## config.mk

```make
export PLATFORM = sky130hd
export DESIGN_NAME = sdram_activate_read_path
export DESIGN_NICKNAME = d
export VERILOG_FILES = /design/src/sdram_pkg.sv /design/src/sdram_activate_read_path.sv /design/src/sdram_avs_slave.sv /design/src/sdram_col_seq.sv
export VERILOG_INCLUDE_DIRS = /design/src /design/src/src
export SDC_FILE = /design/constraint.sdc
export NUM_CORES = 2
export LEC_CHECK = 0
export BUFFER_PORTS_ARGS = -buffer_cell sky130_fd_sc_hd__buf_2
export CAP_MARGIN = 20
export CORE_MARGIN = 8
export CORE_UTILIZATION = 36
export CTS_CLUSTER_SIZE = 14
export DETAILED_ROUTE_END_ITERATION = 7
export PLACE_DENSITY_LB_ADDON = 0.12
export SLEW_MARGIN = 30
export SYNTH_ARGS = -nofsm -noshare
export SYNTH_HDL_FRONTEND = slang
export SYNTH_SLANG_ARGS = --single-unit
```

## constraint.sdc

```tcl
create_clock -name sys_clk_i -period 8.2 [get_ports sys_clk_i]
set_input_delay 0.82 -clock sys_clk_i [delete_from_list [all_inputs] [get_ports sys_clk_i]]
set_output_delay 0.82 -clock sys_clk_i [all_outputs]
set_load 0.05 [all_outputs]
```

## src/sdram_consts.svh

```systemverilog
`ifndef SDRAM_CONSTS_SVH
`define SDRAM_CONSTS_SVH
// Mode word fields
`define BL_LSB 0
`define BL_MSB 2
`define BT_BIT 3
`define LAT_LSB 4
`define LAT_MSB 6
`define OPM_LSB 7
`define OPM_MSB 8
`define WBM_BIT 9
`define MODE_W 10
`define MODE_RST 10'h020
// Burst length codes and the column block masks they select
`define BL_1 3'h0
`define BL_2 3'h1
`define BL_4 3'h2
`define BL_8 3'h3
`define BL_PAGE 3'h7
`define MASK_1 8'h00
`define MASK_2 8'h01
`define MASK_4 8'h03
`define MASK_8 8'h07
`define MASK_PAGE 8'hff
`define LAT_2 3'h2
// Address pin roles
`define AP_BIT 10
`define COL_MSB 7
`define IDX_MSB 3
`define BYTE_W 8
// Command pin codes on {ras_n, cas_n, we_n}
`define PIN_ACT 3'h3
`define PIN_RD 3'h5
`define PIN_WR 3'h4
`define PIN_PRE 3'h2
`define PIN_BST 3'h6
`define PIN_LMR 3'h0
`define PIN_REF 3'h1
// Register byte offsets and status fields
`define REG_MODE 5'h00
`define REG_STATUS 5'h04
`define REG_INDEX 5'h08
`define REG_DATA 5'h0c
`define ST_OPEN_LSB 0
`define ST_RD_BIT 4
`define ST_WR_BIT 5
`define ST_BAD_LSB 8
`endif

```

## src/sdram_pkg.sv

```systemverilog
`include "sdram_consts.svh"
package sdram_pkg;
  typedef enum logic [2:0] {
    CMD_NOP, CMD_ACTIVE, CMD_READ, CMD_WRITE,
    CMD_PRECHARGE, CMD_TERMINATE, CMD_LOAD_MODE, CMD_REFRESH
  } cmd_e;
  typedef enum logic [1:0] {ENG_IDLE, ENG_READ, ENG_WRITE} eng_e;
  typedef struct packed {
    logic [`MODE_W-1:0] mode;
    logic [3:0]         open;
    eng_e               st;
    logic [1:0]         bank;
    logic [7:0]         start;
    logic [7:0]         k;
    logic               ap;
    logic               s1_v;
    logic [31:0]        s1_d;
    logic               out_v;
    logic [31:0]        dq;
    logic [3:0]         oe_n;
    logic [3:0]         dqm_d1;
    logic [7:0]         bad_cnt;
    logic [3:0]         index;
    logic [15:0][31:0]  mem;
  } dev_state_s;
  typedef struct packed {
    logic        busy;
    logic [31:0] rdata;
  } bus_state_s;
endpackage

```

## src/sdram_activate_read_path.sv

```systemverilog
// Local design decisions: the register addresses and the Avalon-MM register port.
`timescale 1ns/1ps
`include "sdram_consts.svh"
module sdram_activate_read_path
(
  input  wire logic        sys_clk_i,
  input  wire logic        resetn_i,
  input  wire logic        cs_n_i,
  input  wire logic        ras_n_i,
  input  wire logic        cas_n_i,
  input  wire logic        we_n_i,
  input  wire logic [1:0]  ba_i,
  input  wire logic [10:0] addr_i,
  input  wire logic [3:0]  dqm_i,
  input  wire logic [31:0] dq_i,
  output logic      [31:0] dq_o,
  output logic      [3:0]  dq_oe_n_o,
  input  wire logic [4:0]  avs_address_i,
  input  wire logic        avs_read_i,
  input  wire logic        avs_write_i,
  input  wire logic [31:0] avs_writedata_i,
  input  wire logic [3:0]  avs_byteenable_i,
  output logic      [31:0] avs_readdata_o,
  output logic             avs_waitrequest_o
);
  sdram_pkg::dev_state_s s;
  sdram_pkg::dev_state_s next_s;
  sdram_pkg::cmd_e       cmd;

  logic [7:0]  col;
  logic        last;
  logic        lat2;
  logic        wlen1;
  logic        page;
  logic        rd_eng;
  logic        reading;
  logic        rd_cmd;
  logic        wr_cmd;
  logic        bst_cmd;
  logic        pre_cmd;
  logic        act_cmd;
  logic        bad_wr;
  logic        bus_we;
  logic [31:0] status;

  //////////////////////////////////////////////////////////////////////////////
  // Helpers

  function automatic logic [31:0] merge(input logic [31:0] old, input logic [31:0] nw,
                                        input logic [3:0] keep);
    logic [31:0] r;
    r = nw;
    for (int b = 0; b < 4; b++)
      if (keep[b])
        r[b*`BYTE_W +: `BYTE_W] = old[b*`BYTE_W +: `BYTE_W];
    return r;
  endfunction

  function automatic sdram_pkg::cmd_e decode(input logic cs_n, input logic [2:0] pins);
    sdram_pkg::cmd_e c;
    c = sdram_pkg::CMD_NOP;
    if (!cs_n)
    begin
      unique case (pins)
        `PIN_ACT: c = sdram_pkg::CMD_ACTIVE;
        `PIN_RD:  c = sdram_pkg::CMD_READ;
        `PIN_WR:  c = sdram_pkg::CMD_WRITE;
        `PIN_PRE: c = sdram_pkg::CMD_PRECHARGE;
        `PIN_BST: c = sdram_pkg::CMD_TERMINATE;
        `PIN_LMR: c = sdram_pkg::CMD_LOAD_MODE;
        `PIN_REF: c = sdram_pkg::CMD_REFRESH;
        default:  c = sdram_pkg::CMD_NOP;
      endcase
    end
    return c;
  endfunction

  assign cmd = decode(cs_n_i, {ras_n_i, cas_n_i, we_n_i});
  assign rd_cmd = cmd == sdram_pkg::CMD_READ;
  assign wr_cmd = cmd == sdram_pkg::CMD_WRITE;
  assign bst_cmd = cmd == sdram_pkg::CMD_TERMINATE;
  assign pre_cmd = cmd == sdram_pkg::CMD_PRECHARGE;
  assign act_cmd = cmd == sdram_pkg::CMD_ACTIVE;

  // Latency codes other than two are run as three
  assign lat2 = s.mode[`LAT_MSB:`LAT_LSB] == `LAT_2;
  assign page = s.mode[`BL_MSB:`BL_LSB] == `BL_PAGE;
  assign wlen1 = s.mode[`WBM_BIT] || s.mode[`BL_MSB:`BL_LSB] == `BL_1;
  assign rd_eng = s.st == sdram_pkg::ENG_READ;
  // Engine or either pipeline stage still holds a read element
  assign reading = rd_eng || s.s1_v || s.out_v;
  // A write cutting a read whose pins were not masked the clock before
  assign bad_wr = wr_cmd && reading && (s.dqm_d1 != '1);

  //////////////////////////////////////////////////////////////////////////////
  // Column sequencing and register bus

  sdram_col_seq u_col_seq
  (
    .start_i  (s.start),
    .index_i  (s.k),
    .len_i    (s.mode[`BL_MSB:`BL_LSB]),
    .ileave_i (s.mode[`BT_BIT]),
    .col_o    (col),
    .last_o   (last)
  );

  always_comb
  begin
    status = '0;
    status[`ST_OPEN_LSB +: 4] = s.open;
    status[`ST_RD_BIT] = rd_eng;
    status[`ST_WR_BIT] = s.st == sdram_pkg::ENG_WRITE;
    status[`ST_BAD_LSB +: 8] = s.bad_cnt;
  end

  sdram_avs_slave u_avs
  (
    .sys_clk_i     (sys_clk_i),
    .resetn_i      (resetn_i),
    .address_i     (avs_address_i),
    .read_i        (avs_read_i),
    .write_i       (avs_write_i),
    .mode_i        (32'(s.mode)),
    .status_i      (status),
    .index_i       (32'(s.index)),
    .data_i        (s.mem[s.index]),
    .readdata_o    (avs_readdata_o),
    .waitrequest_o (avs_waitrequest_o),
    .write_take_o  (bus_we)
  );

  //////////////////////////////////////////////////////////////////////////////
  // Command engine and data path

  always_comb
  begin
    logic [31:0] tmp;
    tmp = '0;
    next_s = s;
    next_s.dqm_d1 = dqm_i;
    next_s.k = s.k + 8'h01;
    // Read pipeline: engine stage, optional extra stage, pin register
    next_s.s1_v = rd_eng && !wr_cmd;
    next_s.s1_d = s.mem[col[`IDX_MSB:0]];
    next_s.out_v = (lat2 ? rd_eng : s.s1_v) && !wr_cmd;
    next_s.dq = lat2 ? s.mem[col[`IDX_MSB:0]] : s.s1_d;
    // Mask sampled one edge ago gates this load, two clocks in all
    next_s.oe_n = next_s.out_v ? s.dqm_d1 : 4'hf;
    // The row closes as the last element leaves the engine, not when it reaches the pins
    if (s.st != sdram_pkg::ENG_IDLE && last)
    begin
      next_s.st = sdram_pkg::ENG_IDLE;
      if (s.ap)
        next_s.open[s.bank] = 1'b0;
    end
    if (s.st == sdram_pkg::ENG_WRITE)
      next_s.mem[col[`IDX_MSB:0]] = merge(s.mem[col[`IDX_MSB:0]], dq_i, dqm_i);
    // Bus writes first so that a pin command on the same edge wins
    if (bus_we)
    begin
      unique case (avs_address_i)
        `REG_MODE:
        begin
          tmp = merge(32'(s.mode), avs_writedata_i, ~avs_byteenable_i);
          next_s.mode = tmp[`MODE_W-1:0];
        end
        `REG_INDEX:
        begin
          if (avs_byteenable_i[0])
            next_s.index = avs_writedata_i[`IDX_MSB:0];
        end
        `REG_DATA:
          next_s.mem[s.index] = merge(s.mem[s.index], avs_writedata_i, ~avs_byteenable_i);
        default:
          tmp = '0;
      endcase
    end
    unique case (cmd)
      sdram_pkg::CMD_ACTIVE:
        next_s.open[ba_i] = 1'b1;
      sdram_pkg::CMD_READ:
      begin
        // Restart from the new column; older elements already in flight drain out
        next_s.st = sdram_pkg::ENG_READ;
        next_s.bank = ba_i;
        next_s.start = addr_i[`COL_MSB:0];
        next_s.k = '0;
        next_s.ap = addr_i[`AP_BIT];
      end
      sdram_pkg::CMD_WRITE:
      begin
        next_s.st = sdram_pkg::ENG_IDLE;
        if (bad_wr)
          next_s.bad_cnt = s.bad_cnt + 8'h01;
        else
        begin
          next_s.mem[addr_i[`IDX_MSB:0]] = merge(s.mem[addr_i[`IDX_MSB:0]], dq_i, dqm_i);
          next_s.bank = ba_i;
          next_s.start = addr_i[`COL_MSB:0];
          next_s.k = 8'h01;
          next_s.ap = addr_i[`AP_BIT];
          if (!wlen1)
            next_s.st = sdram_pkg::ENG_WRITE;
          else if (addr_i[`AP_BIT])
            next_s.open[ba_i] = 1'b0;
        end
      end
      sdram_pkg::CMD_PRECHARGE:
      begin
        if (addr_i[`AP_BIT] || ba_i == s.bank)
          next_s.st = sdram_pkg::ENG_IDLE;
        if (addr_i[`AP_BIT])
          next_s.open = '0;
        else
          next_s.open[ba_i] = 1'b0;
      end
      sdram_pkg::CMD_TERMINATE:
        next_s.st = sdram_pkg::ENG_IDLE;
      sdram_pkg::CMD_LOAD_MODE:
        next_s.mode = addr_i[`MODE_W-1:0];
      default:
        tmp = '0;
    endcase
  end

  always_ff @(posedge sys_clk_i or negedge resetn_i)
  begin
    if (!resetn_i)
    begin
      s <= '0;
      s.mode <= `MODE_RST;
      s.oe_n <= 4'hf;
    end
    else
      s <= next_s;
  end

  // Pins are driven only from the registered stage, never from the decode
  assign dq_o = s.dq;
  assign dq_oe_n_o = s.oe_n;
endmodule

```

## src/sdram_avs_slave.sv

```systemverilog
`timescale 1ns/1ps
`include "sdram_consts.svh"
module sdram_avs_slave
(
  input  wire logic        sys_clk_i,
  input  wire logic        resetn_i,
  input  wire logic [4:0]  address_i,
  input  wire logic        read_i,
  input  wire logic        write_i,
  input  wire logic [31:0] mode_i,
  input  wire logic [31:0] status_i,
  input  wire logic [31:0] index_i,
  input  wire logic [31:0] data_i,
  output logic      [31:0] readdata_o,
  output logic             waitrequest_o,
  output logic             write_take_o
);
  sdram_pkg::bus_state_s s;
  sdram_pkg::bus_state_s next_s;

  // One wait cycle per access; data is latched while the request waits
  always_comb
  begin
    next_s = s;
    next_s.busy = 1'b1;
    if (s.busy && (read_i || write_i))
    begin
      next_s.busy = 1'b0;
      unique case (address_i)
        `REG_MODE:   next_s.rdata = mode_i;
        `REG_STATUS: next_s.rdata = status_i;
        `REG_INDEX:  next_s.rdata = index_i;
        `REG_DATA:   next_s.rdata = data_i;
        default:     next_s.rdata = '0;
      endcase
    end
  end

  always_ff @(posedge sys_clk_i or negedge resetn_i)
  begin
    if (!resetn_i)
    begin
      s <= '0;
      s.busy <= 1'b1;
    end
    else
      s <= next_s;
  end

  assign readdata_o = s.rdata;
  assign waitrequest_o = s.busy;
  assign write_take_o = write_i && !s.busy;
endmodule

```

## src/sdram_col_seq.sv

```systemverilog
`timescale 1ns/1ps
`include "sdram_consts.svh"
module sdram_col_seq
(
  input  wire logic [7:0] start_i,
  input  wire logic [7:0] index_i,
  input  wire logic [2:0] len_i,
  input  wire logic       ileave_i,
  output logic      [7:0] col_o,
  output logic            last_o
);
  logic [7:0] mask;
  logic [7:0] walk;

  always_comb
  begin
    unique case (len_i)
      `BL_2:    mask = `MASK_2;
      `BL_4:    mask = `MASK_4;
      `BL_8:    mask = `MASK_8;
      `BL_PAGE: mask = `MASK_PAGE;
      default:  mask = `MASK_1;
    endcase
  end

  // Full page has no interleaved order, so it always counts upward
  assign walk = (ileave_i && len_i != `BL_PAGE) ? (start_i ^ index_i) : (start_i + index_i);
  assign col_o = (start_i & ~mask) | (walk & mask);
  assign last_o = (len_i != `BL_PAGE) && (index_i == mask);
endmodule

```

After elaboration in Yosys (flattened, before gate mapping)
Cells that the tools add are included.
{"block": "word_totals", "inputBits": 98, "register_bits": 662}
{"block": "op_classes", "mux": 81, "bitwise_logic": 11, "n_eq_ne": 29, "add_sub_neg": 3, "reduce_logical": 33, "magnitude_cmp": 10}
{"cell": "2-to-1 mux 512 bit", "count": 5}
{"cell": "bitwise mux 512 bit", "count": 3}
{"cell": "binary-select mux 32 bit (select 4 bit)", "count": 3}
{"cell": "demux 32 bit (select 4 bit)", "count": 3}
{"cell": "2-to-1 mux 8 bit", "count": 33}
{"cell": "2-to-1 mux 32 bit", "count": 7}
{"cell": "one-hot mux 32 bit (4 select lines)", "count": 1}
{"cell": "one-hot mux 19 bit (2 select lines)", "count": 1}
{"cell": "2-to-1 mux 33 bit", "count": 1}
{"cell": "one-hot mux 8 bit (4 select lines)", "count": 1}
{"cell": "2-to-1 mux 10 bit", "count": 3}
{"cell": "2-to-1 mux 25 bit", "count": 1}
{"cell": "2-to-1 mux 4 bit", "count": 6}
{"cell": "equality test 3 x 2 -> 1 bit, second input constant", "count": 7}
{"cell": "equality test 3 bit, second input constant", "count": 7}
{"cell": "one-hot mux 3 bit (7 select lines)", "count": 1}
{"cell": "adder 8 x 1 -> 8 bit, second input constant", "count": 2}
{"cell": "AND 4 bit", "count": 4}
{"cell": "NOT 4 bit", "count": 4}
{"cell": "less-than comparator 4 x 5 -> 1 bit, second input constant", "count": 3}
{"cell": "logical AND 1 bit", "count": 14}
{"cell": ">= comparator 4 x 1 -> 1 bit, second input constant", "count": 3}
{"cell": "one-hot mux 4 bit (3 select lines)", "count": 1}
{"cell": "equality test 5 x 4 -> 1 bit, second input constant", "count": 2}
{"cell": "other kinds (28)", "count": 51}

Longest topological paths before layout
{"block": "logic_depth", "ltp_word": 17, "ltp_mapped": 14}

Hierarchy
Synthesis repeated with hierarchy kept, for this count alone.
{"block": "hier_totals", "hier_cells": 5263, "area_unflattened_um2": 51074.0}
{"module": "sdram_activate_read_path", "cells_each": 5069, "area_per_inst_um2": 48535.3, "seq_area_each_um2": 15846.4, "n_inst": 1}
{"module": "sdram_avs_slave", "cells_each": 113, "area_per_inst_um2": 1968.1, "seq_area_each_um2": 827.0, "n_inst": 1}
{"module": "sdram_col_seq", "cells_each": 81, "area_per_inst_um2": 570.5, "seq_area_each_um2": 0.0, "n_inst": 1}

Worst setup path before layout
Ideal clock, no wire load.
{"block": "synth_timing", "path_kind": "reg-to-reg", "start": "register s[599] in the netlist's numbering", "end": "register s[447] in the netlist's numbering", "n_path_buf": 3, "synth_period_minus_slack_ps": 3421, "path_stages_with_launch": 14, "setup_time_ps": 147, "arrival_ps": 3274, "setup_slack_ps": 4779, "cell_sequence": "dfrtp_1 -> ha_1 -> fa_1 -> mux2_2 -> a21oi_2 -> and2_1 -> buf_4 -> buf_6 -> nand3_1 -> a21oi_1 -> clkbuf_1 -> mux2_2 -> a211oi_1 -> a221oi_1"}
{"element": "start: declaration", "line_no": "sdram_activate_read_path.sv:26", "source": "sdram_pkg::dev_state_s s;"}
{"element": "start signal: assignment", "line_no": "sdram_activate_read_path.sv:236", "source": "s <= next_s;"}

==> flow_summary.yaml <==
routing:
  firstDrtPassIters: 8
  drcViolationCount: 19
  routed_wirelength_um: 280000
  drt_iter0_drc: 8639
  via_per_inst: 7.53
  ant_nets: 0
  vias: 51200
  wl_per_cell_um: 41.2
synthesis:
  mappedNetlistArea_sq_um: 50000
  synthCells: 5131
  synthFlopType: "dfrtp_1"
  seq_area_frac_synth_pct: 33.1
  ys_warn_count: 0
  synth.distinct_cells: 83
  synth_largest_area_cell: "dfrtp_1"
  ys_async_sr_fraction_pct: 100
  synth_edf_count: 0
  ys_top_cells_by_area: "dfrtp_1, mux4_2, a221oi_1"
  yosysTopAreaCellShare_pct: 32.8
  avgSynthCellArea_sq_um: 9.75
  synth-seq-cells: 662
  synth_fp_nets: 5235
min_path:
  min_path_type: "input port to asynchronous set/reset pin"
clock_tree:
  cts-root-buf: "clkbuf_16"
  cts_hold_buf: 0
  cts_sinks: 662
  clkTransAtPathRegs_ns: 0.06
  tritoncts: "built"
  cts_setup_buffers: 0
  h-tree-depth: 3
  ctsResizeCount: 0
  cts_buffers: 88
  cts_max_path_buffers: 3
  insertion_delay_ns: 0.75
cells_and_area:
  fill_cells: 13400
  multi_input_comb_area_sq_um: 31200
  final_nets: 5022
  final_common_cell: "dfrtp_1"
  synthToLayoutAreaGrowth_pct: 11.0
  seqCellArea_sq_um: 16600
  drive_gt1_share_pct: 23.3
  stdcell_count: 6803
  layout_common_cells: "dfrtp_1, nor2_1, a221oi_1"
timing:
  tns_ns: 0
  fmax_mhz: 181
  tightestPinTransition_ns: 1.14
  relSlewSlack_pct: 24.0
  hold_viol_final: 0
  finClkSkew_ns: 0.0575
  holdWs_ns: 0.104
  finalSetupViolCount: 0
  slew_viol_final: 0
  min_period_ns: 5.52
  finalCritPeriodShare_pct: 67.3
  rsz0062_at_grt: "false"
global_route:
  grt_max_degree: 127
  gr-usage-all-layers_pct: 35.4
  grt_pass1_vias: 48600
  antenna_found_initial: 13
  grt_overflow: 0
  grt_pass1_wl_um: 389000
die:
  die_area_sq_um: 151000
  dieWidth_um: 389
  num_io_pins: 167
  fp.coreArea_sq_um: 138000
  fp.dieH_um: 389
  rows: 136
  start_util_pct: 36.3
critical_path:
  crit_path_max_incr_delay_ns: 0.78
  path_cells: "ha_1 -> fa_1 -> mux2_2 -> a21oi_2 -> and2_4 -> buf_4 -> nand3_1 -> a21oi_4 -> buf_4 -> mux2_2 -> a211oi_1 -> a221oi_1"
  worstSetupPathType: "flop to flop"
  cp_max_fo: 50
  crit_arrival_ns: 6.08
  critPathBufInv: 2
  critPathTopFamily: "simple AND/OR/NAND/NOR gates"
  cpMaxStageDelayCell: "buf_4"
  cp.required_ns: 8.76
  worstSetupStartpointType: "flop"
  setup.worst_path.end_class: "flop"
placed_design:
  place_congestion: 0.936
  io_buffers: 166
  dp.cells: 6618
  hpwl_um: 171000
pwr:
  sequentialPowerShare_pct: 30.9
  p_sw_share_pct: 45.3
  p_leak_uw: 0.0208
  p_per_area_nw_per_um2: 353
  p_int_uw: 10700
  power.clock.fraction_pct: 21.2
  combPwrFrac_pct: 47.8
  p_sw_uw: 8870
  ir_worst_vdd_v: 0.000207
run_status:
  outcome: "finished with violations"
  violations: "DRC"
flow_run:
  cap_violations: 0
==> area by class of cell <==
type	count	area share, %
timing repair buffer	347	4.37
tap	1794	4.04
clock inverter	31	0.557
inverter	10	0.0721
sequential	662	29.9
antenna	16	0.0721
clock buffer	134	4.88
multi-input combinational	3809	56.1
==> metal layers <==
metal | global-route usage (%) | wire (um)
met3 | 13.3 | 38400
met5 | 0.191 | 0
met2 | 50.3 | 117000
met4 | 20.3 | 18300
met1 | 45.8 | 106000
==> flip-flops by register name, summed over array words and instances (netlist names) <==
signal / cells
s: 593
u_avs.readdata_o: 32
dq_o: 32
dq_oe_n_o: 4
u_avs.waitrequest_o: 1
==> cell families (layout without fill, tap and decap cells) <==
kind of cell             count (synthesis)  in the layout  synth area share, %
other                                    0             16                    0
AO/OA/AOI/OAI                         1765           1765                 26.7
multiplexers                           706            706                 21.7
buffers and inverters                  660            522                 5.93
AND/OR/NAND/NOR                       1316           1316                 12.2
XOR/XNOR                                16             16                0.280
flip-flops                             662            662                 33.1
adder cells (fa/ha/maj)                  6              6                0.165
==> power groups by stage <==
stage	registers [uW]	logic (uW)	clock network, uW
finish	6050	9370	4160
global placement	5960	8990	0
floorplan	5420	6590	0
global route	6160	9740	4310
detailed placement	5980	9040	0
CTS	5940	9080	4180
==> cells in the mapped netlist, types with 85 or more instances <==
cell type and n:
dfrtp_1 656, nor2_1 489, clkbuf_1 412, nand2_1 329
a221oi_1 327, a211oi_1 326, o21ai_0 291, a21oi_1 283
mux4_2 282, mux2i_1 232, mux2_2 188, a2111oi_0 169
and3_1 137, buf_2 104, nand3_1 85
==> through the flow <==
stage | cell area (sq um) | power [uW] | utilization [%] | setup slack [ns]
floorplan | 50000 | 12000 | - | 4.78
global placement | 52200 | 15000 | 37.9 | 3.04
detailed placement | 52400 | 15000 | 38.0 | 2.93
CTS | 55400 | 19200 | 40.2 | 2.92
global route | 55500 | 20200 | 40.3 | 2.62
finish | 55500 | 19600 | 40.3 | 2.68
==> path summary, 6_finish.rpt <==
check | endpoint | from | slack, ns | cells after the start
setup / recovery | s[435] | s[599] | 2.68 | 12
setup reg to reg | s[435] | s[599] | 2.68 | 12
max in group asynchronous | s[512] | resetn_i | 6.35 | 3
hold / removal | s[575] | resetn_i | 0.10 | 1
min in group sys_clk_i | s[632] | addr_i[9] | 0.31 | 3
hold reg to reg | dq_o[26] | s[591] | 0.47 | 1
Power figures use the tool's default switching activity.
